--- config.mk ---
export PLATFORM = sky130hd
export DESIGN_NAME = wgc_timer_waveform
export DESIGN_NICKNAME = d
export VERILOG_FILES = /design/src/verilog/wgc_pkg.sv /design/src/verilog/wgc_timer_waveform.sv
export SDC_FILE = /design/constraint.sdc
export NUM_CORES = 1
export LEC_CHECK = 0
export ABC_AREA = 0
export BUFFER_PORTS_ARGS = -buffer_cell sky130_fd_sc_hd__buf_2
export CORE_UTILIZATION = 53
export CTS_CLUSTER_DIAMETER = 60
export DETAILED_ROUTE_END_ITERATION = 12
export HOLD_SLACK_MARGIN = 0.02
export PLACE_DENSITY = 0.81
export SETUP_SLACK_MARGIN = 0.02
export SLEW_MARGIN = 20
export SYNTH_ARGS = -nofsm -noshare
export SYNTH_HDL_FRONTEND = slang
export SYNTH_SLANG_ARGS = --single-unit
--- constraint.sdc ---
create_clock -name clk -period 6.87 [get_ports clk]
set_input_delay 1.374 -clock clk [delete_from_list [all_inputs] [get_ports clk]]
set_output_delay 1.374 -clock clk [all_outputs]
set_load 0.01 [all_outputs]
--- src/verilog/wgc_pkg.sv ---
// wgc_pkg: constants, types and register map of the timer waveform block.
// assumes one 250 MHz clock; software reaches the map over a plain strobe port.

package wgc_pkg;

  // ==========================================================
  // bus widths and register map
  localparam int ADDR_W = 3;
  localparam int DATA_W = 8;

  localparam logic [ADDR_W-1:0] REG_CTRL_FIRST = 3'h0;
  localparam logic [ADDR_W-1:0] REG_CTRL_SECOND = 3'h1;
  localparam logic [ADDR_W-1:0] REG_COUNT = 3'h2;
  localparam logic [ADDR_W-1:0] REG_CMP_A = 3'h3;
  localparam logic [ADDR_W-1:0] REG_CMP_B = 3'h4;
  localparam logic [ADDR_W-1:0] REG_IRQ_STATUS = 3'h5;
  localparam logic [ADDR_W-1:0] REG_IRQ_MASK = 3'h6;

  // ==========================================================
  // field positions and reset values
  localparam int CTRL2_TOP_BIT_POS = 3;
  localparam int STAT_W = 3;
  localparam int STAT_OVF = 0;
  localparam int STAT_MATCH_A = 1;
  localparam int STAT_MATCH_B = 2;

  localparam logic [DATA_W-1:0] DATA_ZERO = 8'h00;
  localparam logic [DATA_W-1:0] COUNT_MAX = 8'hFF;
  localparam logic [DATA_W-1:0] COUNT_BOTTOM = 8'h00;
  localparam logic [DATA_W-1:0] COUNT_STEP = 8'h01;
  localparam logic [DATA_W-1:0] CMP_RESET = 8'h00;
  localparam logic [STAT_W-1:0] STAT_RESET = 3'h0;
  localparam logic [15:0] DIV_ZERO = 16'h0000;
  localparam logic [15:0] DIV_STEP = 16'h0001;

  // ==========================================================
  // modes
  typedef enum logic [2:0] {
    WM_NORMAL = 3'b000,
    WM_PHASE_FF = 3'b001,
    WM_CLEAR_ON_MATCH = 3'b010,
    WM_FAST_FF = 3'b011,
    WM_RSVD_4 = 3'b100,
    WM_PHASE_CMP = 3'b101,
    WM_RSVD_6 = 3'b110,
    WM_FAST_CMP = 3'b111
  } wgc_wave_mode_t;

  typedef enum logic [1:0] {
    OM_DISCONNECT = 2'b00,
    OM_TOGGLE = 2'b01,
    OM_CLEAR = 2'b10,
    OM_SET = 2'b11
  } wgc_out_mode_t;

  // ==========================================================
  // carriers
  typedef struct packed {
    logic [1:0] chan_a_output_mode;
    logic [1:0] chan_b_output_mode;
    logic [1:0] reserved;
    logic [1:0] waveform_mode_low_bits;
  } wgc_ctrl_first_t;

  localparam wgc_ctrl_first_t CTRL_FIRST_RESET = 8'h00;

  typedef struct packed {
    logic wr;
    logic rd;
    logic [ADDR_W-1:0] addr;
    logic [DATA_W-1:0] wdata;
  } wgc_bus_req_t;

endpackage : wgc_pkg

--- src/verilog/wgc_timer_waveform.sv ---
// wgc_timer_waveform: 8-bit timer with two compare channels and waveform output.
// assumes inputs synchronous to clk; port data/direction come from the port block.
//
// Functional notes
// - nonzero output-mode code makes the compare output take over the pin, except A code 01 in PWM with mode top bit 0.
// - non-PWM codes: 00 off, 01 toggle, 10 clear, 11 set on match.
// - fast PWM A: 10 clear on match set at TOP, 11 reverse, 00 off.
// - PWM A code 01: off when mode top bit 0, toggle on match when 1.
// - phase PWM A: 10 clears on up match, sets on down match; 11 reverse.
// - fast PWM B: 10 clear match set TOP, 11 reverse, 01 reserved, 00 off.
// - phase PWM B: 10 clear up match, set down match; 11 reverse; 01 reserved.
// - PWM with compare equal TOP and code bit1 set: act at TOP, ignore match.
// - bits 3 and 2 of the first control register read as zero.
// - mode is top bit from second control register plus two low bits.
// - modes 0,1,2,3,5,7 as normal/phase/clear/fast; 4 and 6 reserved.
// - TOP is 0xFF in modes 0,1,3 and compare A in modes 2,5,7.
// - compare values immediate in non-PWM, double-buffered to TOP in PWM.
// - overflow at MAX in 0,2,3; at BOTTOM in 1,5; at TOP in 7.
// - supports normal, clear-on-match, fast PWM and phase-correct PWM.
// - phase-correct counts up to TOP then down to BOTTOM repeatedly.
//
// The register offsets and the strobed register port were chosen for this implementation.

module wgc_timer_waveform #(
  parameter int unsigned TICK_DIV = 1
) (
  // clock and reset
  input wire logic clk,
  input wire logic rst,
  // register port
  input wire wgc_pkg::wgc_bus_req_t bus_req,
  output logic [wgc_pkg::DATA_W-1:0] bus_rdata,
  // normal port function behind each pin
  input wire logic chan_a_port_data,
  input wire logic chan_a_port_dir,
  input wire logic chan_b_port_data,
  input wire logic chan_b_port_dir,
  // pins
  output logic chan_a_pin_o,
  output logic chan_a_pin_oe_n,
  output logic chan_b_pin_o,
  output logic chan_b_pin_oe_n,
  // raw compare outputs and counter
  output logic chan_a_compare_out,
  output logic chan_b_compare_out,
  output logic [wgc_pkg::DATA_W-1:0] timer_count_value,
  // interrupt
  output logic irq
);

  // ==========================================================
  // helpers
  function automatic logic is_fast(input wgc_pkg::wgc_wave_mode_t m);
    is_fast = (m == wgc_pkg::WM_FAST_FF) || (m == wgc_pkg::WM_FAST_CMP);
  endfunction : is_fast

  function automatic logic is_phase(input wgc_pkg::wgc_wave_mode_t m);
    is_phase = (m == wgc_pkg::WM_PHASE_FF) || (m == wgc_pkg::WM_PHASE_CMP);
  endfunction : is_phase

  function automatic logic is_nonpwm(input wgc_pkg::wgc_wave_mode_t m);
    is_nonpwm = (m == wgc_pkg::WM_NORMAL) || (m == wgc_pkg::WM_CLEAR_ON_MATCH);
  endfunction : is_nonpwm

  function automatic logic wr_hit(input wgc_pkg::wgc_bus_req_t r,
                                  input logic [wgc_pkg::ADDR_W-1:0] a);
    wr_hit = r.wr && (r.addr == a);
  endfunction : wr_hit

  // takeover; A code 01 in PWM needs the mode top bit
  function automatic logic takes_pin(input logic [1:0] code,
                                     input wgc_pkg::wgc_wave_mode_t m,
                                     input logic is_b);
    takes_pin = (code != wgc_pkg::OM_DISCONNECT) &&
                !(!is_b && code == wgc_pkg::OM_TOGGLE && !is_nonpwm(m) && !m[2]);
  endfunction : takes_pin

  // next compare output level for one channel
  function automatic logic out_next(
    input logic cur,
    input logic [1:0] code,
    input wgc_pkg::wgc_wave_mode_t m,
    input logic is_b,
    input logic match,
    input logic top_evt,
    input logic up,
    input logic cmp_is_top
  );
    logic act;
    act = (code == wgc_pkg::OM_SET);
    out_next = cur;
    if (is_nonpwm(m))
    begin
      if (match && code == wgc_pkg::OM_TOGGLE)
        out_next = ~cur;
      else if (match && code[1])
        out_next = act;
    end
    else if (is_fast(m))
    begin
      // toggle only on A with top bit set; B code 01 does nothing
      if (code == wgc_pkg::OM_TOGGLE)
      begin
        if (!is_b && m[2] && match)
          out_next = ~cur;
      end
      // top action wins, match at TOP ignored
      else if (code[1] && top_evt)
        out_next = ~act;
      else if (code[1] && match && !cmp_is_top)
        out_next = act;
    end
    else if (is_phase(m))
    begin
      if (code == wgc_pkg::OM_TOGGLE)
      begin
        if (!is_b && m[2] && match)
          out_next = ~cur;
      end
      // compare at TOP acts at TOP as if down-counting
      else if (code[1] && match && cmp_is_top)
        out_next = ~act;
      else if (code[1] && match)
        out_next = up ? act : ~act;
    end
  endfunction : out_next

  // ==========================================================
  // registers and state
  wgc_pkg::wgc_ctrl_first_t ctrl_first_reg;
  logic waveform_mode_top_bit_reg;
  logic [wgc_pkg::DATA_W-1:0] count_reg;
  logic [wgc_pkg::DATA_W-1:0] cmp_a_buf_reg;
  logic [wgc_pkg::DATA_W-1:0] cmp_b_buf_reg;
  logic [wgc_pkg::DATA_W-1:0] cmp_a_act_reg;
  logic [wgc_pkg::DATA_W-1:0] cmp_b_act_reg;
  logic [wgc_pkg::STAT_W-1:0] status_reg;
  logic [wgc_pkg::STAT_W-1:0] mask_reg;
  logic [wgc_pkg::DATA_W-1:0] rdata_reg;
  logic [15:0] div_reg;
  logic dir_up_reg;
  logic block_reg;
  logic a_out_reg;
  logic b_out_reg;
  logic a_pin_reg;
  logic b_pin_reg;
  logic a_oe_n_reg;
  logic b_oe_n_reg;

  wgc_pkg::wgc_wave_mode_t waveform_mode_field;
  logic [wgc_pkg::DATA_W-1:0] top_val;
  logic tick;
  logic top_tick;
  logic pwm;
  logic match_a;
  logic match_b;
  logic ovf_evt;
  logic a_out_next;
  logic b_out_next;
  logic [wgc_pkg::STAT_W-1:0] events;
  logic [wgc_pkg::DATA_W-1:0] rdata_next;

  // ==========================================================
  // mode decode
  // mode assembly
  assign waveform_mode_field =
    wgc_pkg::wgc_wave_mode_t'({waveform_mode_top_bit_reg, ctrl_first_reg.waveform_mode_low_bits});
  assign pwm = is_fast(waveform_mode_field) || is_phase(waveform_mode_field);

  assign top_val = (waveform_mode_field == wgc_pkg::WM_CLEAR_ON_MATCH ||
                    waveform_mode_field == wgc_pkg::WM_PHASE_CMP ||
                    waveform_mode_field == wgc_pkg::WM_FAST_CMP) ? cmp_a_act_reg
                                                                 : wgc_pkg::COUNT_MAX;

  // ==========================================================
  // timer tick divider
  always_ff @(posedge clk or posedge rst)
  begin
    if (rst)
      div_reg <= wgc_pkg::DIV_ZERO;
    else if (tick)
      div_reg <= wgc_pkg::DIV_ZERO;
    else
      div_reg <= div_reg + wgc_pkg::DIV_STEP;
  end

  assign tick = (div_reg >= 16'(TICK_DIV - 1));
  assign top_tick = tick && (count_reg == top_val);

  // ==========================================================
  // compare and overflow events
  // match on tick, suppressed after a count write
  assign match_a = tick && !block_reg && (count_reg == cmp_a_act_reg);
  assign match_b = tick && !block_reg && (count_reg == cmp_b_act_reg);

  always_comb
  begin
    ovf_evt = 1'b0;
    unique case (waveform_mode_field)
      wgc_pkg::WM_NORMAL, wgc_pkg::WM_CLEAR_ON_MATCH, wgc_pkg::WM_FAST_FF:
        ovf_evt = tick && (count_reg == wgc_pkg::COUNT_MAX);
      wgc_pkg::WM_PHASE_FF, wgc_pkg::WM_PHASE_CMP:
        ovf_evt = tick && (count_reg == wgc_pkg::COUNT_BOTTOM);
      wgc_pkg::WM_FAST_CMP:
        ovf_evt = top_tick;
      wgc_pkg::WM_RSVD_4, wgc_pkg::WM_RSVD_6:
        ovf_evt = 1'b0;
    endcase
  end

  // ==========================================================
  // counter and direction
  // count sequence per mode; reserved modes hold the count
  always_ff @(posedge clk or posedge rst)
  begin
    if (rst)
      count_reg <= wgc_pkg::COUNT_BOTTOM;
    else if (wr_hit(bus_req, wgc_pkg::REG_COUNT))
      count_reg <= bus_req.wdata;
    else if (tick)
    begin
      unique case (waveform_mode_field)
        wgc_pkg::WM_NORMAL:
          count_reg <= 8'(count_reg + wgc_pkg::COUNT_STEP);
        wgc_pkg::WM_CLEAR_ON_MATCH, wgc_pkg::WM_FAST_FF, wgc_pkg::WM_FAST_CMP:
          count_reg <= top_tick ? wgc_pkg::COUNT_BOTTOM
                                : 8'(count_reg + wgc_pkg::COUNT_STEP);
        wgc_pkg::WM_PHASE_FF, wgc_pkg::WM_PHASE_CMP:
          if (dir_up_reg ? (count_reg >= top_val && count_reg != wgc_pkg::COUNT_BOTTOM)
                         : (count_reg != wgc_pkg::COUNT_BOTTOM))
            count_reg <= 8'(count_reg - wgc_pkg::COUNT_STEP);
          else if (count_reg != top_val)
            count_reg <= 8'(count_reg + wgc_pkg::COUNT_STEP);
        wgc_pkg::WM_RSVD_4, wgc_pkg::WM_RSVD_6:
          count_reg <= count_reg;
      endcase
    end
  end

  // turn at TOP, turn back at BOTTOM
  always_ff @(posedge clk or posedge rst)
  begin
    if (rst)
      dir_up_reg <= 1'b1;
    else if (!is_phase(waveform_mode_field))
      dir_up_reg <= 1'b1;
    else if (tick && dir_up_reg && count_reg >= top_val)
      dir_up_reg <= 1'b0;
    else if (tick && !dir_up_reg && count_reg == wgc_pkg::COUNT_BOTTOM)
      dir_up_reg <= 1'b1;
  end

  // a count write blocks the match on the following tick
  always_ff @(posedge clk or posedge rst)
  begin
    if (rst)
      block_reg <= 1'b0;
    else if (wr_hit(bus_req, wgc_pkg::REG_COUNT))
      block_reg <= 1'b1;
    else if (tick)
      block_reg <= 1'b0;
  end

  // ==========================================================
  // compare registers
  always_ff @(posedge clk or posedge rst)
  begin
    if (rst)
    begin
      cmp_a_buf_reg <= wgc_pkg::CMP_RESET;
      cmp_b_buf_reg <= wgc_pkg::CMP_RESET;
    end
    else
    begin
      if (wr_hit(bus_req, wgc_pkg::REG_CMP_A))
        cmp_a_buf_reg <= bus_req.wdata;
      if (wr_hit(bus_req, wgc_pkg::REG_CMP_B))
        cmp_b_buf_reg <= bus_req.wdata;
    end
  end

  // immediate outside PWM, loaded at TOP inside PWM
  always_ff @(posedge clk or posedge rst)
  begin
    if (rst)
    begin
      cmp_a_act_reg <= wgc_pkg::CMP_RESET;
      cmp_b_act_reg <= wgc_pkg::CMP_RESET;
    end
    else
    begin
      if (!pwm && wr_hit(bus_req, wgc_pkg::REG_CMP_A))
        cmp_a_act_reg <= bus_req.wdata;
      else if (!pwm || top_tick)
        cmp_a_act_reg <= cmp_a_buf_reg;
      if (!pwm && wr_hit(bus_req, wgc_pkg::REG_CMP_B))
        cmp_b_act_reg <= bus_req.wdata;
      else if (!pwm || top_tick)
        cmp_b_act_reg <= cmp_b_buf_reg;
    end
  end

  // ==========================================================
  // waveform outputs and pin takeover
  assign a_out_next = out_next(a_out_reg, ctrl_first_reg.chan_a_output_mode,
                               waveform_mode_field, 1'b0, match_a, top_tick, dir_up_reg,
                               cmp_a_act_reg == top_val);
  assign b_out_next = out_next(b_out_reg, ctrl_first_reg.chan_b_output_mode,
                               waveform_mode_field, 1'b1, match_b, top_tick, dir_up_reg,
                               cmp_b_act_reg == top_val);

  always_ff @(posedge clk or posedge rst)
  begin
    if (rst)
    begin
      a_out_reg <= 1'b0;
      b_out_reg <= 1'b0;
    end
    else
    begin
      a_out_reg <= a_out_next;
      b_out_reg <= b_out_next;
    end
  end

  // takeover per code and mode; pin registered with the output
  always_ff @(posedge clk or posedge rst)
  begin
    if (rst)
    begin
      a_pin_reg <= 1'b0;
      b_pin_reg <= 1'b0;
    end
    else
    begin
      a_pin_reg <= takes_pin(ctrl_first_reg.chan_a_output_mode, waveform_mode_field, 1'b0) ?
                   a_out_next : chan_a_port_data;
      b_pin_reg <= takes_pin(ctrl_first_reg.chan_b_output_mode, waveform_mode_field, 1'b1) ?
                   b_out_next : chan_b_port_data;
    end
  end

  // driver follows the port direction bit only
  always_ff @(posedge clk or posedge rst)
  begin
    if (rst)
    begin
      a_oe_n_reg <= 1'b1;
      b_oe_n_reg <= 1'b1;
    end
    else
    begin
      a_oe_n_reg <= ~chan_a_port_dir;
      b_oe_n_reg <= ~chan_b_port_dir;
    end
  end

  // ==========================================================
  // control and interrupt registers
  always_ff @(posedge clk or posedge rst)
  begin
    if (rst)
    begin
      ctrl_first_reg <= wgc_pkg::CTRL_FIRST_RESET;
      waveform_mode_top_bit_reg <= 1'b0;
      mask_reg <= wgc_pkg::STAT_RESET;
    end
    else
    begin
      if (wr_hit(bus_req, wgc_pkg::REG_CTRL_FIRST))
      begin
        ctrl_first_reg <= bus_req.wdata;
        ctrl_first_reg.reserved <= 2'b00;
      end
      if (wr_hit(bus_req, wgc_pkg::REG_CTRL_SECOND))
        waveform_mode_top_bit_reg <= bus_req.wdata[wgc_pkg::CTRL2_TOP_BIT_POS];
      if (wr_hit(bus_req, wgc_pkg::REG_IRQ_MASK))
        mask_reg <= bus_req.wdata[wgc_pkg::STAT_W-1:0];
    end
  end

  assign events = {match_b, match_a, ovf_evt};

  // set wins over a write-one clear in the same cycle
  always_ff @(posedge clk or posedge rst)
  begin
    if (rst)
      status_reg <= wgc_pkg::STAT_RESET;
    else if (wr_hit(bus_req, wgc_pkg::REG_IRQ_STATUS))
      status_reg <= (status_reg & ~bus_req.wdata[wgc_pkg::STAT_W-1:0]) | events;
    else
      status_reg <= status_reg | events;
  end

  // ==========================================================
  // read path, one cycle latency, unmapped reads zero
  always_comb
  begin
    rdata_next = wgc_pkg::DATA_ZERO;
    if (bus_req.rd)
    begin
      unique case (bus_req.addr)
        wgc_pkg::REG_CTRL_FIRST:
          rdata_next = ctrl_first_reg;
        wgc_pkg::REG_CTRL_SECOND:
          rdata_next[wgc_pkg::CTRL2_TOP_BIT_POS] = waveform_mode_top_bit_reg;
        wgc_pkg::REG_COUNT:
          rdata_next = count_reg;
        wgc_pkg::REG_CMP_A:
          rdata_next = cmp_a_buf_reg;
        wgc_pkg::REG_CMP_B:
          rdata_next = cmp_b_buf_reg;
        wgc_pkg::REG_IRQ_STATUS:
          rdata_next[wgc_pkg::STAT_W-1:0] = status_reg;
        wgc_pkg::REG_IRQ_MASK:
          rdata_next[wgc_pkg::STAT_W-1:0] = mask_reg;
        default:
          rdata_next = wgc_pkg::DATA_ZERO;
      endcase
    end
  end

  always_ff @(posedge clk or posedge rst)
  begin
    if (rst)
      rdata_reg <= wgc_pkg::DATA_ZERO;
    else
      rdata_reg <= rdata_next;
  end

  assign bus_rdata = rdata_reg;
  assign chan_a_pin_o = a_pin_reg;
  assign chan_b_pin_o = b_pin_reg;
  assign chan_a_pin_oe_n = a_oe_n_reg;
  assign chan_b_pin_oe_n = b_oe_n_reg;
  assign chan_a_compare_out = a_out_reg;
  assign chan_b_compare_out = b_out_reg;
  assign timer_count_value = count_reg;
  assign irq = |(status_reg & mask_reg);

  // ==========================================================
  // assertions
  property p_pin_takeover;
    @(posedge clk) disable iff (rst)
    takes_pin(ctrl_first_reg.chan_a_output_mode, waveform_mode_field, 1'b0)
    |=> chan_a_pin_o == a_out_reg;
  endproperty
  a_pin_takeover: assert property (p_pin_takeover) else $error("pin not taken over");

  property p_nonpwm_toggle;
    @(posedge clk) disable iff (rst)
    is_nonpwm(waveform_mode_field) && match_a &&
    ctrl_first_reg.chan_a_output_mode == wgc_pkg::OM_TOGGLE |=> a_out_reg != $past(a_out_reg);
  endproperty
  a_nonpwm_toggle: assert property (p_nonpwm_toggle) else $error("no toggle on match");

  property p_fast_top_set;
    @(posedge clk) disable iff (rst)
    is_fast(waveform_mode_field) && top_tick &&
    ctrl_first_reg.chan_a_output_mode == wgc_pkg::OM_CLEAR |=> a_out_reg;
  endproperty
  a_fast_top_set: assert property (p_fast_top_set) else $error("not set at top");

  property p_phase_up_clear;
    @(posedge clk) disable iff (rst)
    is_phase(waveform_mode_field) && match_a && dir_up_reg && cmp_a_act_reg != top_val &&
    ctrl_first_reg.chan_a_output_mode == wgc_pkg::OM_CLEAR |=> !a_out_reg;
  endproperty
  a_phase_up_clear: assert property (p_phase_up_clear) else $error("up match not cleared");

  property p_b_reserved;
    @(posedge clk) disable iff (rst)
    pwm && ctrl_first_reg.chan_b_output_mode == wgc_pkg::OM_TOGGLE |=> $stable(b_out_reg);
  endproperty
  a_b_reserved: assert property (p_b_reserved) else $error("b code 01 moved output");

  property p_rsvd_read;
    @(posedge clk) disable iff (rst)
    bus_req.rd && bus_req.addr == wgc_pkg::REG_CTRL_FIRST |=> bus_rdata[3:2] == 2'b00;
  endproperty
  a_rsvd_read: assert property (p_rsvd_read) else $error("reserved bits nonzero");

  property p_top_ff;
    @(posedge clk) disable iff (rst)
    waveform_mode_field == wgc_pkg::WM_FAST_FF |-> top_val == wgc_pkg::COUNT_MAX;
  endproperty
  a_top_ff: assert property (p_top_ff) else $error("top not 0xFF");

  property p_double_buffer;
    @(posedge clk) disable iff (rst)
    pwm && !top_tick |=> cmp_a_act_reg == $past(cmp_a_act_reg);
  endproperty
  a_double_buffer: assert property (p_double_buffer) else $error("compare changed off top");

  property p_ovf_bottom;
    @(posedge clk) disable iff (rst)
    is_phase(waveform_mode_field) && tick && count_reg == wgc_pkg::COUNT_BOTTOM
    |=> status_reg[wgc_pkg::STAT_OVF];
  endproperty
  a_ovf_bottom: assert property (p_ovf_bottom) else $error("overflow missed at bottom");

  property p_phase_up;
    @(posedge clk) disable iff (rst)
    is_phase(waveform_mode_field) && tick && dir_up_reg && count_reg < top_val &&
    !bus_req.wr |=> count_reg == $past(count_reg) + 8'h01;
  endproperty
  a_phase_up: assert property (p_phase_up) else $error("phase count did not rise");

  property p_match_flag;
    @(posedge clk) disable iff (rst)
    tick && !block_reg && count_reg == cmp_b_act_reg |=> status_reg[wgc_pkg::STAT_MATCH_B];
  endproperty
  a_match_flag: assert property (p_match_flag) else $error("match b flag missing");

endmodule : wgc_timer_waveform
; Word-level counts from Yosys, hierarchy flattened
; Index checks and enable logic that the tools add are counted.
[op_classes]
addsub = 3
n_lt_le_gt_ge = 2
n_eq_ne = 27
mux = 51
bitwise = 11
reduce_logical = 64
[op_table]
columns = cell, n
row1 = two-way mux 8 bit, 11
row2 = == test 8 bit, 5
row3 = logical AND 1 bit, 34
row4 = two-way mux 1 bit, 33
row5 = case mux 8 bit (3 select lines), 1
row6 = == test 3 bit (second input constant), 7
row7 = case mux 3 bit (6 select lines), 1
row8 = adder 16 x 1 -> 16 bit (second input constant), 1
row9 = >= comparator 16 x 1 -> 1 bit (second input constant), 1
row10 = two-way mux 16 bit, 1
row11 = case mux 4 bit (4 select lines), 1
row12 = == test 3 x 2 -> 1 bit (second input constant), 4
row13 = nonzero test 2 bit, 5
row14 = OR reduction 3 bit, 3
row15 = adder 8 x 1 -> 8 bit (second input constant), 1
row16 = == test 8 bit (second input constant), 1
row17 = >= comparator 8 bit, 1
row18 = zero test 1 bit, 8
row19 = zero test 8 bit, 1
row20 = inequality test 8 bit, 1
row21 = case mux 1 bit (4 select lines), 2
row22 = nonzero test 8 bit, 1
row23 = subtractor 8 x 1 -> 8 bit (second input constant), 1
row24 = logical OR 1 bit, 7
row25 = 14 further kinds, 26
[totals]
ff_bits = 85
in_bits = 19
wordCells = 179

; Logic depth before layout (Yosys ltp)
[depth]
word_depth = 13
mapped_depth = 14
depth_no_buf = 12

; Worst setup path after synthesis
; OpenSTA, ideal clock, no wires.
[synth_path]
kind = register to register
startpoint = register waveform_mode_top_bit_reg
endpoint = register count_reg, in the netlist timer_count_value[4]
setup_ns = 0.095
t_arrival_ns = 3.231
t_required_ns = 6.775
setup_slack_ns = 3.543
stages_incl_launch_ff = 15
period_less_slack_ns = 3.327
cell_sequence = dfrtp_1 > clkbuf_1 > nor3b_2 > nor2_1 > or2_2 > ha_1 > and3_1 > o21ai_0 > a31o_2 > a41oi_1 > and2_4 > buf_6 > mux2i_1 > a21oi_1 > o31ai_1
[synth_via]
elab_chain_cells = 11
word_cells_on_any_way = 28
classes_between = 1 x order compare / 11 x eq/ne / 7 x mux / 9 x reduce/logical
[synth_rtl]
columns = item, line_no
row1 = "start, declared", wgc_timer_waveform.sv:131  ; logic waveform_mode_top_bit_reg;
row2 = "start signal, assigned", wgc_timer_waveform.sv:376  ; waveform_mode_top_bit_reg <= bus_req.wdata[wgc_pkg::CTRL2_TOP_BIT_POS];
row3 = == test 3 x 2 -> 1 bit or == test 3 bit (tied branches), "wgc_timer_waveform.sv:170, wgc_timer_waveform.sv:222, wgc_timer_waveform.sv:171"
row4 = logical OR 1 bit, wgc_timer_waveform.sv:170  ; assign top_val = (waveform_mode_field == wgc_pkg::WM_CLEAR_ON_MATCH ||
row5 = logical OR 1 bit, wgc_timer_waveform.sv:171  ; waveform_mode_field == wgc_pkg::WM_PHASE_CMP ||
row6 = two-way mux 8 bit, wgc_timer_waveform.sv:172  ; waveform_mode_field == wgc_pkg::WM_FAST_CMP) ? cmp_a_act_reg
row7 = >= comparator 8 bit, wgc_timer_waveform.sv:229  ; if (dir_up_reg ? (count_reg >= top_val && count_reg != wgc_pkg::COUNT_BOTTOM)
row8 = logical AND 1 bit, wgc_timer_waveform.sv:229
row9 = two-way mux 1 bit, wgc_timer_waveform.sv:229
row10 = two-way mux 8 bit, wgc_timer_waveform.sv:229
row11 = case mux 8 bit (3 select lines), wgc_timer_waveform.sv:222  ; unique case (waveform_mode_field)
row12 = two-way mux 8 bit, wgc_timer_waveform.sv:220  ; else if (tick)
row13 = two-way mux 8 bit, wgc_timer_waveform.sv:218  ; else if (wr_hit(bus_req, wgc_pkg::REG_COUNT))
row14 = "end signal, assigned", wgc_timer_waveform.sv:219  ; count_reg <= bus_req.wdata;
row15 = "end signal, assigned", wgc_timer_waveform.sv:224  ; count_reg <= 8'(count_reg + wgc_pkg::COUNT_STEP);
row16 = "end signal, assigned", wgc_timer_waveform.sv:231  ; count_reg <= 8'(count_reg - wgc_pkg::COUNT_STEP);
row17 = "end, declared", wgc_timer_waveform.sv:132  ; logic [wgc_pkg::DATA_W-1:0] count_reg;
; Parallel ways exist; a longest one is shown, timed or not. The select of a mux whose other input is x is not followed.
; A chain may end at the register's enable or synchronous reset.

; Worst setup path after layout
[layout_path]
startpoint = register ctrl_first_reg[0] in the netlist's numbering
endpoint = register cmp_a_act_reg[6] in the netlist's numbering
[layout_via]
elab_chain_cells = 8
word_cells_on_any_way = 18
classes_between = 6 x eq/ne / 2 x mux / 10 x reduce/logical
[layout_rtl]
columns = item, line_no
row1 = "start, declared", wgc_timer_waveform.sv:130  ; wgc_pkg::wgc_ctrl_first_t ctrl_first_reg;
row2 = "start signal, assigned", wgc_timer_waveform.sv:364  ; ctrl_first_reg <= wgc_pkg::CTRL_FIRST_RESET;
row3 = "start signal, assigned", wgc_timer_waveform.sv:372  ; ctrl_first_reg <= bus_req.wdata;
row4 = == test 3 x 2 -> 1 bit or == test 3 bit (tied branches), "wgc_timer_waveform.sv:170, wgc_timer_waveform.sv:58, wgc_timer_waveform.sv:171"
row5 = logical OR 1 bit, wgc_timer_waveform.sv:170
row6 = logical OR 1 bit, wgc_timer_waveform.sv:171
row7 = two-way mux 8 bit, wgc_timer_waveform.sv:172
row8 = == test 8 bit, wgc_timer_waveform.sv:188  ; assign top_tick = tick && (count_reg == top_val);
row9 = logical AND 1 bit, wgc_timer_waveform.sv:188
row10 = logical OR 1 bit, wgc_timer_waveform.sv:294  ; else if (!pwm || top_tick)
row11 = nonzero test 2 bit (no line), --
row12 = "end signal, assigned", wgc_timer_waveform.sv:287  ; cmp_a_act_reg <= wgc_pkg::CMP_RESET;
row13 = "end signal, assigned", wgc_timer_waveform.sv:293  ; cmp_a_act_reg <= bus_req.wdata;
row14 = "end signal, assigned", wgc_timer_waveform.sv:295  ; cmp_a_act_reg <= cmp_a_buf_reg;
row15 = "end, declared", wgc_timer_waveform.sv:135  ; logic [wgc_pkg::DATA_W-1:0] cmp_a_act_reg;
; Parallel ways exist; a longest one is shown, timed or not.

==> reports/qor.csv <==
stage,metric,value,unit
status,status,"finished, final reports clean",
detailed_routing,Pre-antenna DRT Iters,5,
timing,sum of negative setup slack,0,ns
detailed_routing,routed len/inst,19.7,um
power,Flop pwr share,42.8,%
cts,TritonCTS buffer count,9,
die,Initial Util,55.2,%
yosys,"Seq/Total Area, Yosys",38.0,%
setup_path,CP arrival,4.14,ns
cts,Post-CTS Repair Setup Buffers,0,
yosys,most frequent cell after synthesis,nand2_1,
cts,CTS Root Cell,clkbuf_8,
detailed_routing,Top Layer Used,met4,
detailed_routing,via count,4099,
setup_path,CP startpoint kind,flip-flop,
detailed_routing,DRT Wirelength,12.6,mm
timing,unrepaired setup endpoints after global routing,false,
die,die width,94.7,um
detailed_routing,Antenna Nets Post-Route,0,
timing,Slew Limit Fails,0,
yosys,Cells after Synth,507,
placed_design,Port Buffers,41,
setup_path,reg2reg end,cmp_a_act_reg[6],
grt,GRT Util Overall,29.4,%
die,io pins,42,
placed_design,worst slack at placement,3.05,ns
cts,CTS max path bufs,2,
yosys,"top cells by count, synth","nand2_1 (72), dfrtp_1 (66), nor2_1 (34), mux2_2 (28), o21ai_0 (27)",
timing,Tmin final,3.85,ns
detailed_routing,met2 wire length,6.12,mm
cts,CTS Sinks,69,
setup_path,reg2reg start,ctrl_first_reg[0],
placed_design,Final HPWL DP,8.71,mm
cells_and_area,Area growth syn-to-layout,8.57,%
setup_path,Worst setup EP type,flip-flop,
timing,relative slew slack,37.9,%
power,Pint,1.03,mW
setup_path,crit path capture,cmp_a_act_reg[6],
timing,Final Skew,0.0134,ns
yosys,Ys Warns,0,
grt,initial antenna violation count,0,
detailed_routing,met3 wire length,968,um
detailed_routing,routed vias/inst,6.43,
run,maxcap violations,0,
die,# rows,33,
power,Sw Ratio,44.1,%
cells_and_area,share of cells above drive strength 1,20.3,%
power,Clock power frac,19.0,%
setup_path,"Req. time, crit path",7.16,ns
cells_and_area,final instance area,0.00495,mm2
setup_path,r2r worst-path depth,10,
yosys,Synth Flop Type,dfrtp_1,
yosys,"EDFF count, synth",0,
cells_and_area,# diodes,0,
yosys,Synth Net Count,537,
grt,first-pass GRT wire length,19.7,mm
timing,f_max,260,MHz
setup_path,crit path kind,flip-flop to flip-flop,
grt,GR Overflow Total,0,
cts,clk_lat worst skew,0.36,ns
power,cell area power density,373,mW/mm2
cts,hold_buf cts,0,
timing,period utilization,56.0,%
cts,clock transition at the registers of the reported paths,0.08,ns
setup_path,CP Launch Point,ctrl_first_reg[0],
yosys,Synth cell types,67,
worst_hold_path,Worst Hold Class,flip-flop to flip-flop,
placed_design,placed cell area,0.00474,mm2
cts,CTS tree,built,
detailed_routing,wl on met1,5.23,mm
cts,# H-tree levels,3,
grt,vias in the first global route,3813,
timing,final hold violations,0,
yosys,post-synth top area share,36.3,%
timing,post-layout worst setup margin,3.02,ns
cts,CTS resizes,0,
timing,final setup fails,0,
power,part of the power in combinational logic,38.1,%
yosys,Mean Syn Cell Area,8.99,um2
cells_and_area,Nets,557,
setup_path,crit-path max FO,21,
setup_path,Reg2Reg Setup Slack,3.02,ns
die,Core Region,0.00826,mm2
yosys,Area contributors post-synth,"dfrtp_1 (36%), mux2_2 (6.9%), nand2_1 (5.9%)",
yosys,Post-synth ARST share,100,%
yosys,mapped cell area,0.00456,mm2
grt,largest net degree at the start of global routing,70,
power,Peak supply drop,0.000210,V
detailed_routing,DRC violations left,0,
placed_design,GPL Wtd Cong,0.918,
die,die footprint,0.00897,mm2
yosys,Synth Register Bits,69,
timing,Worst-Margin Slew,0.932,ns
detailed_routing,DR iter-0 viols,377,
yosys,Synth area leader,dfrtp_1,
die,Die H,94.7,um
power,Pleak,2.19,nW
power,Switch Pwr,0.814,mW
how the worst min path moves through the flow:
| stage | from | to | cells after the start |
|---|---|---|---|
| final | cmp_b_buf_reg[6] | cmp_b_act_reg[6] | 2 |
| after global routing | cmp_b_buf_reg[6] | cmp_b_act_reg[6] | 2 |
| after CTS | cmp_b_buf_reg[6] | cmp_b_act_reg[6] | 2 |
| after detailed placement | cmp_b_buf_reg[5] | cmp_b_act_reg[5] | 2 |
| after global placement | cmp_b_buf_reg[3] | cmp_b_act_reg[3] | 2 |
| after floorplan | cmp_a_buf_reg[3] | cmp_a_act_reg[3] | 2 |
layer usage:
layer	track usage, %	vias up
met4	9.72	0
met1	39.7	1970
li1	-	1873
met5	0	-
met3	5.56	34
met2	47.5	222
logic make-up (layout without fill, tap and decap cells):
family	Yosys count	after routing	share of synthesized area (%)
AOI/OAI and AO/OA	120	120	18.6
xor gates and xnor gates	20	20	3.85
muxes	41	41	9.81
DFF	69	69	38.0
and+or+nand+nor	197	197	21.7
adders and majority gates	11	11	3.02
buffers and inverters	49	74	5.00
layout make-up:
cell class / instances / area, um2
clock buffer: 9 / 124
clock inverter: 7 / 81.3
fill: 710 / 3310
inverter: 15 / 56.3
multi-input combinational: 389 / 2600
sequential: 69 / 1730
tap: 105 / 131
timing repair buffer: 43 / 220
metrics by stage:
stage | util [%] | power (mW) | hold WS, ns | instances
after floorplan | - | 1.28 | 0.457 | 507
after global placement | 57.3 | 1.45 | 0.485 | 621
after detailed placement | 57.3 | 1.48 | 0.502 | 621
after CTS | 59.8 | 1.83 | 0.524 | 637
after global routing | 59.9 | 1.96 | 0.542 | 637
final | 59.9 | 1.85 | 0.520 | 637
power groups by stage:
stage	combinational [mW]	sequential [mW]	clock, mW
final	0.704	0.791	0.352
after global routing	0.783	0.803	0.370
after CTS	0.699	0.777	0.355
after detailed placement	0.694	0.783	0
after global placement	0.673	0.780	0
after floorplan	0.643	0.640	0
critical path: stages, from the launching register on:
cell and delay [ns]:
dfrtp_1 0.63, nor3b_2 0.57, nor2_1 0.24, or2_2 0.33
ha_1 0.29, nand2_1 0.06, or3_1 0.51, and2_1 0.44
nor2_1 0.51, nand2_1 0.12, nand2_1 0.09
layout by cell type (no fill, tap or decap), types with 2 or more instances in the layout:
master / count
xor2_1: 2
nor3_1: 8
o211ai_1: 5
nand2_1: 72
dfrtp_1: 66
clkbuf_8: 9
a21oi_1: 19
mux2i_1: 12
o211a_1: 3
buf_4: 2
dfstp_2: 3
nor3b_1: 2
mux2_2: 28
inv_6: 2
o221ai_1: 2
a211oi_1: 2
a22o_1: 5
ha_1: 11
clkinvlp_4: 3
a32oi_1: 3
and3_1: 8
o21a_1: 4
or3_1: 2
a211o_1: 2
inv_1: 14
and2_1: 10
o22ai_1: 2
o2111ai_1: 4
nor4_2: 2
xnor2_1: 18
a31oi_1: 5
a21o_1: 2
nor2b_1: 7
nand3_1: 23
buf_2: 41
a22oi_1: 20
nand2b_1: 4
nor2_1: 34
nand4_1: 14
o21ai_0: 27
Note: power is estimated with default switching activity, not from simulation.
